$ cat src/design/far_pkg.sv
// Package for the flow alarm relay block: types, reset values and timing constants
package far_pkg;

   // Switching condition codes
   typedef enum logic [2:0] {
      FAR_FUNC_OFF   = 3'h0,
      FAR_FUNC_MAX   = 3'h1,
      FAR_FUNC_MIN   = 3'h2,
      FAR_FUNC_DIR   = 3'h3,
      FAR_FUNC_QUANT = 3'h4,
      FAR_FUNC_ERROR = 3'h5
   } far_func_e;

   // Relay sequencing states, one-hot
   typedef enum logic [3:0] {
      FAR_ST_STOP   = 4'h1,
      FAR_ST_IDLE   = 4'h2,
      FAR_ST_ACTIVE = 4'h4,
      FAR_ST_HOLD   = 4'h8
   } far_state_e;

   localparam int FAR_VAL_W = 32;
   localparam int FAR_CNT_W = 5;

   // Alarm configuration carried as one word
   typedef struct packed {
      logic [2:0] func;
      logic latch;
      logic nc;
      logic signed [31:0] limit;
      logic [31:0] hyst;
   } far_cfg_s;

   // Measurement inputs carried together
   typedef struct packed {
      logic running;
      logic valid;
      logic signed [31:0] value;
      logic signed [31:0] total_pos;
      logic signed [31:0] total_neg;
      logic fail;
   } far_meas_s;

   // Register map of the plain register port
   localparam logic [3:0] FAR_ADDR_CTRL = 4'h0;
   localparam logic [3:0] FAR_ADDR_LIMIT = 4'h1;
   localparam logic [3:0] FAR_ADDR_HYST = 4'h2;
   localparam logic [3:0] FAR_ADDR_STAT = 4'h3;
   localparam logic [3:0] FAR_ADDR_CMD = 4'h4;

   // Control field positions
   localparam int FAR_CTRL_FUNC_LSB = 0;
   localparam int FAR_CTRL_LATCH = 3;
   localparam int FAR_CTRL_NC = 4;
   localparam int FAR_CTRL_EN = 5;
   localparam int FAR_CTRL_SHOW = 6;
   localparam int FAR_CTRL_TOTRST = 7;
   localparam int FAR_CMD_RESET = 0;

   // Values after reset
   localparam logic signed [31:0] FAR_LIMIT_RST = 32'h0000_0000;
   localparam logic [31:0] FAR_HYST_RST = 32'h0000_0000;
   localparam logic [2:0] FAR_FUNC_RST = 3'h0;

   // Timing
   localparam int FAR_CLK_HZ = 25_000_000;
   localparam int FAR_TICK_S = 1;
   localparam int FAR_TICK_CYC = FAR_CLK_HZ * FAR_TICK_S;
   localparam int FAR_ERR_FAILS = 5;

endpackage

$ cat src/design/far_relay.sv
// Single alarm relay controller of a flow measuring instrument
// Functional notes
// - Above/below limits use symmetric hysteresis band centred on limit.
// - Zero hysteresis width compares value directly to limit.
// - Comparison uses full-precision value, never display rounding.
// - Reset/init: condition off, non-latching, normally open, limit zero.
// - Manual reset idles relay; still-true condition re-activates after 1 s.
// - Measurement stopped: relay de-energized regardless of idle polarity.
// - Positioning start puts relay into programmed idle state.
// - Latched alarm stays idle after positioning if condition gone.
// - Above/below conditions re-evaluated at most once per second.
// - Non-latching alarm follows condition, on at least 1 s.
// - Totalizer condition fires when totalizer reaches limit.
// - Error condition needs several consecutive failed measurements.
// - Direction change, non-latching: about 1 s pulse each sign change.
// - Direction change, latching: active at first change until reset.
// - No switching during internal adaptation.
// - Condition off forces normally open polarity.
// - Disabling the output keeps its configuration for re-enable.
// - Manual totalizer reset enabled: alarm reset request ignored.
// - Normally open energizes when active; normally closed inverts.
// - Latching holds after clear; non-latching idles at clear once its at least 1 s (two ticks) of on-time has passed.
// - Above: value exceeds limit; below: value under limit.
// - No measurement running: relay kept de-energized.
`timescale 1ns/1ns
`default_nettype none

module far_relay
   import far_pkg::*;
#(
   parameter int TICK_CYC = FAR_TICK_CYC,
   parameter int ERR_FAILS = FAR_ERR_FAILS
) (
   input wire logic sys_clk_i,
   input wire logic nrst_i,
   input wire logic clk_en_i,
   input wire logic [3:0] reg_addr_i,
   input wire logic [31:0] reg_wdata_i,
   input wire logic reg_wr_i,
   input wire logic reg_rd_i,
   output logic [31:0] reg_rdata_o,
   input wire far_meas_s meas_i,
   input wire logic positioning_i,
   input wire logic adapting_i,
   output logic alarm_relay_output_o,
   output logic relay_state_display_enable_o
);

   logic [7:0] ctrl_reg;
   logic signed [31:0] limit_reg;
   logic [31:0] hyst_reg;
   far_state_e state_reg;
   logic [31:0] presc_reg;
   logic tick;
   logic rst_req;
   logic cond;
   logic lvl_reg;
   logic sign_reg;
   logic dir_evt;
   logic [FAR_CNT_W-1:0] fail_cnt_reg;
   logic pos_d_reg;
   logic active;
   logic [1:0] on_cnt_reg;
   far_func_e func;
   logic latch;
   logic enabled;
   logic signed [32:0] half;
   logic signed [32:0] up_thr;
   logic signed [32:0] lo_thr;
   logic signed [32:0] val_x;
   logic dir_seen_reg;

   assign func = far_func_e'(ctrl_reg[FAR_CTRL_FUNC_LSB +: 3]);
   assign latch = ctrl_reg[FAR_CTRL_LATCH];
   assign enabled = ctrl_reg[FAR_CTRL_EN];
   assign relay_state_display_enable_o = ctrl_reg[FAR_CTRL_SHOW];

   // Register writes; function off forces NO polarity
   always_ff @(posedge sys_clk_i or negedge nrst_i) begin
      if (!nrst_i) begin
         ctrl_reg <= {1'b0, 1'b0, 1'b1, 1'b0, 1'b0, FAR_FUNC_RST};
         limit_reg <= FAR_LIMIT_RST;
         hyst_reg <= FAR_HYST_RST;
      end else if (clk_en_i && reg_wr_i) begin
         // Whole control byte written; enable and all other fields replaced
         if (reg_addr_i == FAR_ADDR_CTRL) begin
            ctrl_reg <= reg_wdata_i[7:0];
            if (reg_wdata_i[2:0] == FAR_FUNC_OFF) begin
               ctrl_reg[FAR_CTRL_NC] <= 1'b0;
            end
         end
         if (reg_addr_i == FAR_ADDR_LIMIT) begin
            limit_reg <= reg_wdata_i;
         end
         if (reg_addr_i == FAR_ADDR_HYST) begin
            hyst_reg <= reg_wdata_i;
         end
      end
   end

   // Manual reset ignored while totalizer manual reset owns the key
   assign rst_req = clk_en_i && reg_wr_i && reg_addr_i == FAR_ADDR_CMD
      && reg_wdata_i[FAR_CMD_RESET] && !ctrl_reg[FAR_CTRL_TOTRST];

   // Read port, data one cycle after the strobe; unmapped reads zero
   always_ff @(posedge sys_clk_i or negedge nrst_i) begin
      if (!nrst_i) begin
         reg_rdata_o <= 32'h0000_0000;
      end else if (clk_en_i) begin
         reg_rdata_o <= 32'h0000_0000;
         if (reg_rd_i) begin
            unique case (reg_addr_i)
               FAR_ADDR_CTRL: reg_rdata_o <= {24'h00_0000, ctrl_reg};
               FAR_ADDR_LIMIT: reg_rdata_o <= limit_reg;
               FAR_ADDR_HYST: reg_rdata_o <= hyst_reg;
               FAR_ADDR_STAT: reg_rdata_o <= {26'h000_0000, dir_seen_reg, lvl_reg,
                  alarm_relay_output_o, active, cond, meas_i.running};
               default: reg_rdata_o <= 32'h0000_0000;
            endcase
         end
      end
   end

   // One-second prescaler
   always_ff @(posedge sys_clk_i or negedge nrst_i) begin
      if (!nrst_i) begin
         presc_reg <= 32'h0000_0000;
      end else if (clk_en_i) begin
         if (presc_reg >= 32'(TICK_CYC - 1)) begin
            presc_reg <= 32'h0000_0000;
         end else begin
            presc_reg <= presc_reg + 32'h0000_0001;
         end
      end
   end
   assign tick = clk_en_i && (presc_reg >= 32'(TICK_CYC - 1));

   // Thresholds on the unrounded value
   assign half = 33'(signed'({1'b0, hyst_reg[31:1]}));
   assign val_x = 33'(meas_i.value);
   assign up_thr = 33'(limit_reg) + half;
   assign lo_thr = 33'(limit_reg) - half;

   // Hysteresis level, updated only on the tick
   always_ff @(posedge sys_clk_i or negedge nrst_i) begin
      if (!nrst_i) begin
         lvl_reg <= 1'b0;
      end else if (tick && meas_i.valid && !adapting_i) begin
         if (func == FAR_FUNC_MAX) begin
            if (hyst_reg == 32'h0000_0000) begin
               lvl_reg <= val_x > 33'(limit_reg);
            end else if (val_x > up_thr) begin
               lvl_reg <= 1'b1;
            end else if (val_x < lo_thr) begin
               lvl_reg <= 1'b0;
            end
         end else if (func == FAR_FUNC_MIN) begin
            if (hyst_reg == 32'h0000_0000) begin
               lvl_reg <= val_x < 33'(limit_reg);
            end else if (val_x < lo_thr) begin
               lvl_reg <= 1'b1;
            end else if (val_x > up_thr) begin
               lvl_reg <= 1'b0;
            end
         end else begin
            lvl_reg <= 1'b0;
         end
      end
   end

   // Consecutive failure counter
   always_ff @(posedge sys_clk_i or negedge nrst_i) begin
      if (!nrst_i) begin
         fail_cnt_reg <= '0;
      end else if (clk_en_i && meas_i.valid) begin
         if (!meas_i.fail) begin
            fail_cnt_reg <= '0;
         end else if (fail_cnt_reg < FAR_CNT_W'(ERR_FAILS)) begin
            fail_cnt_reg <= fail_cnt_reg + FAR_CNT_W'(1);
         end
      end
   end

   // Flow sign tracking for direction change
   always_ff @(posedge sys_clk_i or negedge nrst_i) begin
      if (!nrst_i) begin
         sign_reg <= 1'b0;
         dir_seen_reg <= 1'b0;
      end else if (clk_en_i && meas_i.valid) begin
         sign_reg <= meas_i.value[31];
         dir_seen_reg <= meas_i.running;
      end
   end
   assign dir_evt = meas_i.valid && dir_seen_reg && (meas_i.value[31] != sign_reg)
      && func == FAR_FUNC_DIR;

   // Combined switching condition
   always_comb begin
      cond = 1'b0;
      unique case (func)
         FAR_FUNC_MAX, FAR_FUNC_MIN: cond = lvl_reg;
         FAR_FUNC_QUANT: cond = limit_reg[31] ? (meas_i.total_neg <= limit_reg)
            : (meas_i.total_pos >= limit_reg);
         FAR_FUNC_ERROR: cond = fail_cnt_reg >= FAR_CNT_W'(ERR_FAILS);
         FAR_FUNC_DIR: cond = dir_evt;
         default: cond = 1'b0;
      endcase
   end

   // Relay sequencing
   always_ff @(posedge sys_clk_i or negedge nrst_i) begin
      if (!nrst_i) begin
         state_reg <= FAR_ST_STOP;
         on_cnt_reg <= 2'h0;
         pos_d_reg <= 1'b0;
      end else if (clk_en_i) begin
         pos_d_reg <= positioning_i;
         if (!meas_i.running || !enabled) begin
            state_reg <= FAR_ST_STOP;
         end else if (positioning_i && !pos_d_reg) begin
            state_reg <= FAR_ST_IDLE;
            on_cnt_reg <= 2'h0;
         end else if (rst_req) begin
            state_reg <= FAR_ST_HOLD;
            on_cnt_reg <= 2'h0;
         end else if (!adapting_i && !positioning_i) begin
            unique case (state_reg)
               FAR_ST_STOP: state_reg <= FAR_ST_IDLE;
               FAR_ST_IDLE: begin
                  if (cond) begin
                     state_reg <= FAR_ST_ACTIVE;
                     on_cnt_reg <= 2'h0;
                  end
               end
               FAR_ST_ACTIVE: begin
                  // Two ticks give at least 1 s of on-time
                  if (tick && on_cnt_reg < 2'h2) begin
                     on_cnt_reg <= on_cnt_reg + 2'h1;
                  end
                  if (!latch && !cond && on_cnt_reg == 2'h2) begin
                     state_reg <= FAR_ST_IDLE;
                  end
               end
               FAR_ST_HOLD: begin
                  // Wait 1 s before re-arming after manual reset
                  if (tick) begin
                     on_cnt_reg <= on_cnt_reg + 2'h1;
                  end
                  if (on_cnt_reg == 2'h2) begin
                     state_reg <= FAR_ST_IDLE;
                  end
               end
               default: state_reg <= FAR_ST_STOP;
            endcase
         end
      end
   end

   assign active = state_reg == FAR_ST_ACTIVE;

   // Contact drive; latched alarm held until reset, stop or positioning start
   always_ff @(posedge sys_clk_i or negedge nrst_i) begin
      if (!nrst_i) begin
         alarm_relay_output_o <= 1'b0;
      end else if (clk_en_i) begin
         // Inputs looked at too, so the contact drops on the same edge as the state
         if (state_reg == FAR_ST_STOP || !meas_i.running || !enabled) begin
            alarm_relay_output_o <= 1'b0;
         end else begin
            alarm_relay_output_o <= active ^ ctrl_reg[FAR_CTRL_NC];
         end
      end
   end

   // Never energized without measurement
   property p_stop_off;
      @(posedge sys_clk_i) disable iff (!nrst_i)
      (clk_en_i && !meas_i.running) |=> !alarm_relay_output_o;
   endproperty
   a_stop_off: assert property (p_stop_off) else $error("relay on while stopped");

   // Reset request idles relay next cycle
   property p_rst_idle;
      @(posedge sys_clk_i) disable iff (!nrst_i)
      (rst_req && meas_i.running && enabled && !positioning_i) |=> state_reg == FAR_ST_HOLD;
   endproperty
   a_rst_idle: assert property (p_rst_idle) else $error("reset did not idle");

   // Off function keeps NO polarity
   property p_off_no;
      @(posedge sys_clk_i) disable iff (!nrst_i)
      (func == FAR_FUNC_OFF) |-> !ctrl_reg[FAR_CTRL_NC];
   endproperty
   a_off_no: assert property (p_off_no) else $error("off with NC polarity");

   // Level only moves on a tick
   property p_pace;
      @(posedge sys_clk_i) disable iff (!nrst_i)
      !tick |=> $stable(lvl_reg);
   endproperty
   a_pace: assert property (p_pace) else $error("level moved off tick");

   // Polarity mapping one cycle on
   property p_pol;
      @(posedge sys_clk_i) disable iff (!nrst_i)
      (clk_en_i && state_reg != FAR_ST_STOP && meas_i.running && enabled) |=>
         alarm_relay_output_o == ($past(active) ^ $past(ctrl_reg[FAR_CTRL_NC]));
   endproperty
   a_pol: assert property (p_pol) else $error("wrong contact polarity");

   // Ignored reset while totalizer reset is on
   property p_tot_block;
      @(posedge sys_clk_i) disable iff (!nrst_i)
      ctrl_reg[FAR_CTRL_TOTRST] |-> !rst_req;
   endproperty
   a_tot_block: assert property (p_tot_block) else $error("reset not blocked");

   // Positioning start idles relay
   property p_pos;
      @(posedge sys_clk_i) disable iff (!nrst_i)
      (clk_en_i && positioning_i && !pos_d_reg && meas_i.running && enabled)
         |=> state_reg == FAR_ST_IDLE;
   endproperty
   a_pos: assert property (p_pos) else $error("positioning not idle");

   // Adaptation freezes the state
   property p_adapt;
      @(posedge sys_clk_i) disable iff (!nrst_i)
      (clk_en_i && adapting_i && meas_i.running && enabled && !rst_req && !positioning_i)
         |=> $stable(state_reg);
   endproperty
   a_adapt: assert property (p_adapt) else $error("switched during adaptation");

   // Latched alarm stays active until reset, stop or positioning
   property p_latch_hold;
      @(posedge sys_clk_i) disable iff (!nrst_i)
      (clk_en_i && active && latch && meas_i.running && enabled && !rst_req
         && !(positioning_i && !pos_d_reg)) |=> active;
   endproperty
   a_latch_hold: assert property (p_latch_hold) else $error("latch dropped");

endmodule

`default_nettype wire

$ cat config.mk
export PLATFORM = sky130hd
export DESIGN_NAME = far_relay
export DESIGN_NICKNAME = d
export VERILOG_FILES = /design/src/design/far_pkg.sv /design/src/design/far_relay.sv
export SDC_FILE = /design/constraint.sdc
export NUM_CORES = 1
export LEC_CHECK = 0
export BUFFER_PORTS_ARGS = -buffer_cell sky130_fd_sc_hd__buf_2
export CAP_MARGIN = 40
export CELL_PAD_IN_SITES_DETAIL_PLACEMENT = 0
export CELL_PAD_IN_SITES_GLOBAL_PLACEMENT = 1
export CORE_UTILIZATION = 45
export DETAILED_ROUTE_END_ITERATION = 8
export PLACE_DENSITY = 0.83
export SLEW_MARGIN = 10
export SYNTH_ARGS = -nofsm -noshare
export SYNTH_HDL_FRONTEND = slang
export SYNTH_SLANG_ARGS = --single-unit
$ cat constraint.sdc
create_clock -name sys_clk_i -period 6.2 [get_ports sys_clk_i]
set_input_delay 0.93 -clock sys_clk_i [delete_from_list [all_inputs] [get_ports sys_clk_i]]
set_output_delay 0.93 -clock sys_clk_i [all_outputs]
set_load 0.02 [all_outputs]
==> results.sh <==
export IMPL_cts_sinks=152
export IMPL_ys_seq_area_share_pct=28.3
export IMPL_fin_skew_ns=0.0185
export IMPL_reg2reg_depth=24
export IMPL_cap_viol_max_count=0
export IMPL_synth_area_leader_cell="dfrtp_1"
export IMPL_drive_gt1_share_pct=14.9
export IMPL_clk_path_buf_depth=2
export IMPL_synth_edff_count=0
export IMPL_post_cts_buffers=0
export IMPL_r2r_start="limit_reg[0]"
export IMPL_holdWs_ns=0.400
export IMPL_ys_warnings_count=0
export IMPL_period_share_pct=88.5
export IMPL_portBuffers=175
export IMPL_clk_pin_slew_ns=0.08
export IMPL_die_area_mm2=0.0305
export IMPL_grt_pass1_wl_um=67300
export IMPL_crit_path_end_kind="flop"
export IMPL_worstPathMaxFanout=6
export IMPL_die_width_um=175
export IMPL_worstMarginPinSlew_ns=0.885
export IMPL_syn_area_mm2=0.0134
export IMPL_hp_class="in -> async"
export IMPL_crit_required_ns=6.59
export IMPL_grtUsageTotal_pct=28.3
export IMPL_p_per_area_mw_per_mm2=362
export IMPL_syn_inst=1581
export IMPL_synth_top_cell_area_share_pct=28.0
export IMPL_wirelength_um=42800
export IMPL_async_reset_ff_share_pct=100
export IMPL_p_total_mw=5.55
export IMPL_timing_rr_end="lvl_reg"
export IMPL_syn_area_per_cell_um2=8.49
export IMPL_finalCoreUtilization_pct=52.8
export IMPL_dieHeight_um=175
export IMPL_finalSetupViolations=0
export IMPL_critical_path_class="reg -> reg"
export IMPL_overflow=0
export IMPL_layout_common_cells="ha_1, buf_2, dfrtp_1"
export IMPL_syn_num_nets=1952
export IMPL_drt_pass1_iterations=5
export IMPL_start_kind="flop"
export IMPL_hold_buffers=0
export IMPL_slew_viol_final=0
export IMPL_dp_cells=2096
export IMPL_p_leak_nw=7.34
export IMPL_io_pins=176
export IMPL_antenna_left=0
export IMPL_cts_tree="yes"
export IMPL_rrSetupSlack_ns=0.71
export IMPL_stdcell_count=2130
export IMPL_core_area_mm2=0.0290
export IMPL_syn2layout_area_growth_pct=14.1
export IMPL_ys_ff_latch=152
export IMPL_peakVddDrop_v=0.000209
export IMPL_maxClockFrequency_mhz=182
export IMPL_grt_max_degree=65
export IMPL_core_rowCount=62
export IMPL_layout_commonest_cell="ha_1"
export IMPL_slew_headroom_pct=40.5
export IMPL_initial_core_util_pct=46.3
export IMPL_drtIter0Drc=819
export IMPL_vias_per_cell=5.86
export IMPL_antenna_found_initial=1
export IMPL_via_count=12477
export IMPL_post_cts_resized=0
export IMPL_synth_cell_types=68
export IMPL_post_drt_wl_per_cell_um=20.1
export IMPL_status="complete, no violations"
export IMPL_synth_flop_cell="dfrtp_1"
export IMPL_cts_max_level=4
export IMPL_hpwlAfterDp_um=34000
export IMPL_clock_root_buffer="clkbuf_16"
export IMPL_fin_nets=2102
export IMPL_crit_arrival_ns=5.88
export IMPL_numCtsBuffers=17
export IMPL_rsz0062_at_grt="no"
export IMPL_setup_tns_ns=0
export IMPL_layout_min_cycle_time_ns=5.49
export IMPL_hold_viol=0
export IMPL_grt_pass1_vias=12345
export IMPL_insertion_delay_ns=0.45
export IMPL_route_detailed_drc=0
export IMPL_place_gp_congestion=0.937
export IMPL_ys_top_cells_by_area="dfrtp_1, ha_1, a21oi_1"
## worst max-delay path, cell delays in order (launching register included)
cell       delay (ns)
dfrtp_1          0.45
inv_1            0.09
ha_1             0.23
fa_1             0.40
nor2b_1          0.13
o21a_1           0.13
o21ai_0          0.12
a21oi_1          0.30
nor2_1           0.11
or2_2            0.33
a31oi_1          0.31
and2_1           0.18
o21ai_0          0.07
a221o_1          0.34
ha_1             0.30
nand4_1          0.15
nor3_1           0.21
o21ai_0          0.10
a21oi_1          0.17
o41ai_1          0.10
a21oi_1          0.17
mux2i_1          0.28
o311ai_0         0.21
a2111oi_0        0.43
a21o_1           0.12
## cell families after synthesis
logic type | after synthesis | synth area share, %
compound gates | 465 | 21.7
flops | 152 | 28.3
xor+xnor | 78 | 5.09
mux | 27 | 2.60
simple gates | 429 | 15.2
fa+ha+maj | 229 | 21.5
buf+inv | 201 | 5.62
## report_power, final
group | internal, mW | switching (mW)
registers | 1.13 | 0.184
logic | 1.31 | 1.83
clock network | 0.546 | 0.544
total | 2.99 | 2.55
## layer usage
layer	global-route usage [%]	up-vias	share of wire, %	routed length [um]
li1	-	6043	-	-
met3	4.13	51	4.8	2050
met2	46.3	382	46	19600
met5	0	-	0	0
met1	38.4	6001	47	19900
met4	8.91	0	2.8	1210
## cells in the mapped netlist (all sizes together) (9+ instances only)
master    n
nand3    28
mux2     13
nor4     20
clkbuf   52
mux2i     9
a21o     39
nand2   141
o21ai   115
xnor2    43
o21bai   14
nor2b    19
ha      227
nand4    47
xor2     35
a211oi   10
a31oi    11
nor3     23
nand2b   10
inv     145
a22oi    24
o31ai    12
o22ai    37
dfrtp   150
nor2    103
a21oi   133
o21a     11
## per-stage QoR
step	setup slack, ns	cell area (um2)
detailed placement	0.812	14700
CTS	0.755	15300
global route	0.163	15300
floorplan	1.54	13400
global placement	0.939	14700
finish	0.711	15300
## how the worst max path moves through the flow
| stage | start | end | cells past startpoint |
|---|---|---|---|
| 2_1_floorplan | limit_reg[0] | lvl_reg | 24 |
| 3_3_place_gp | limit_reg[0] | lvl_reg | 21 |
| 3_5_place_dp | limit_reg[0] | lvl_reg | 24 |
| 4_1_cts | limit_reg[0] | lvl_reg | 24 |
| 5_1_grt | limit_reg[0] | lvl_reg | 24 |
| 6_report | limit_reg[0] | lvl_reg | 24 |
## area by class of cell
cell class	count	area, um2
clock buffer	17	425
sequential	152	3810
multi-input combinational	1228	8880
antenna	2	5.00
timing repair buffer	186	985
inverter	146	548
fill	2806	13700
tap	384	480
clock inverter	15	185
(Power assumes the default switching activity.)
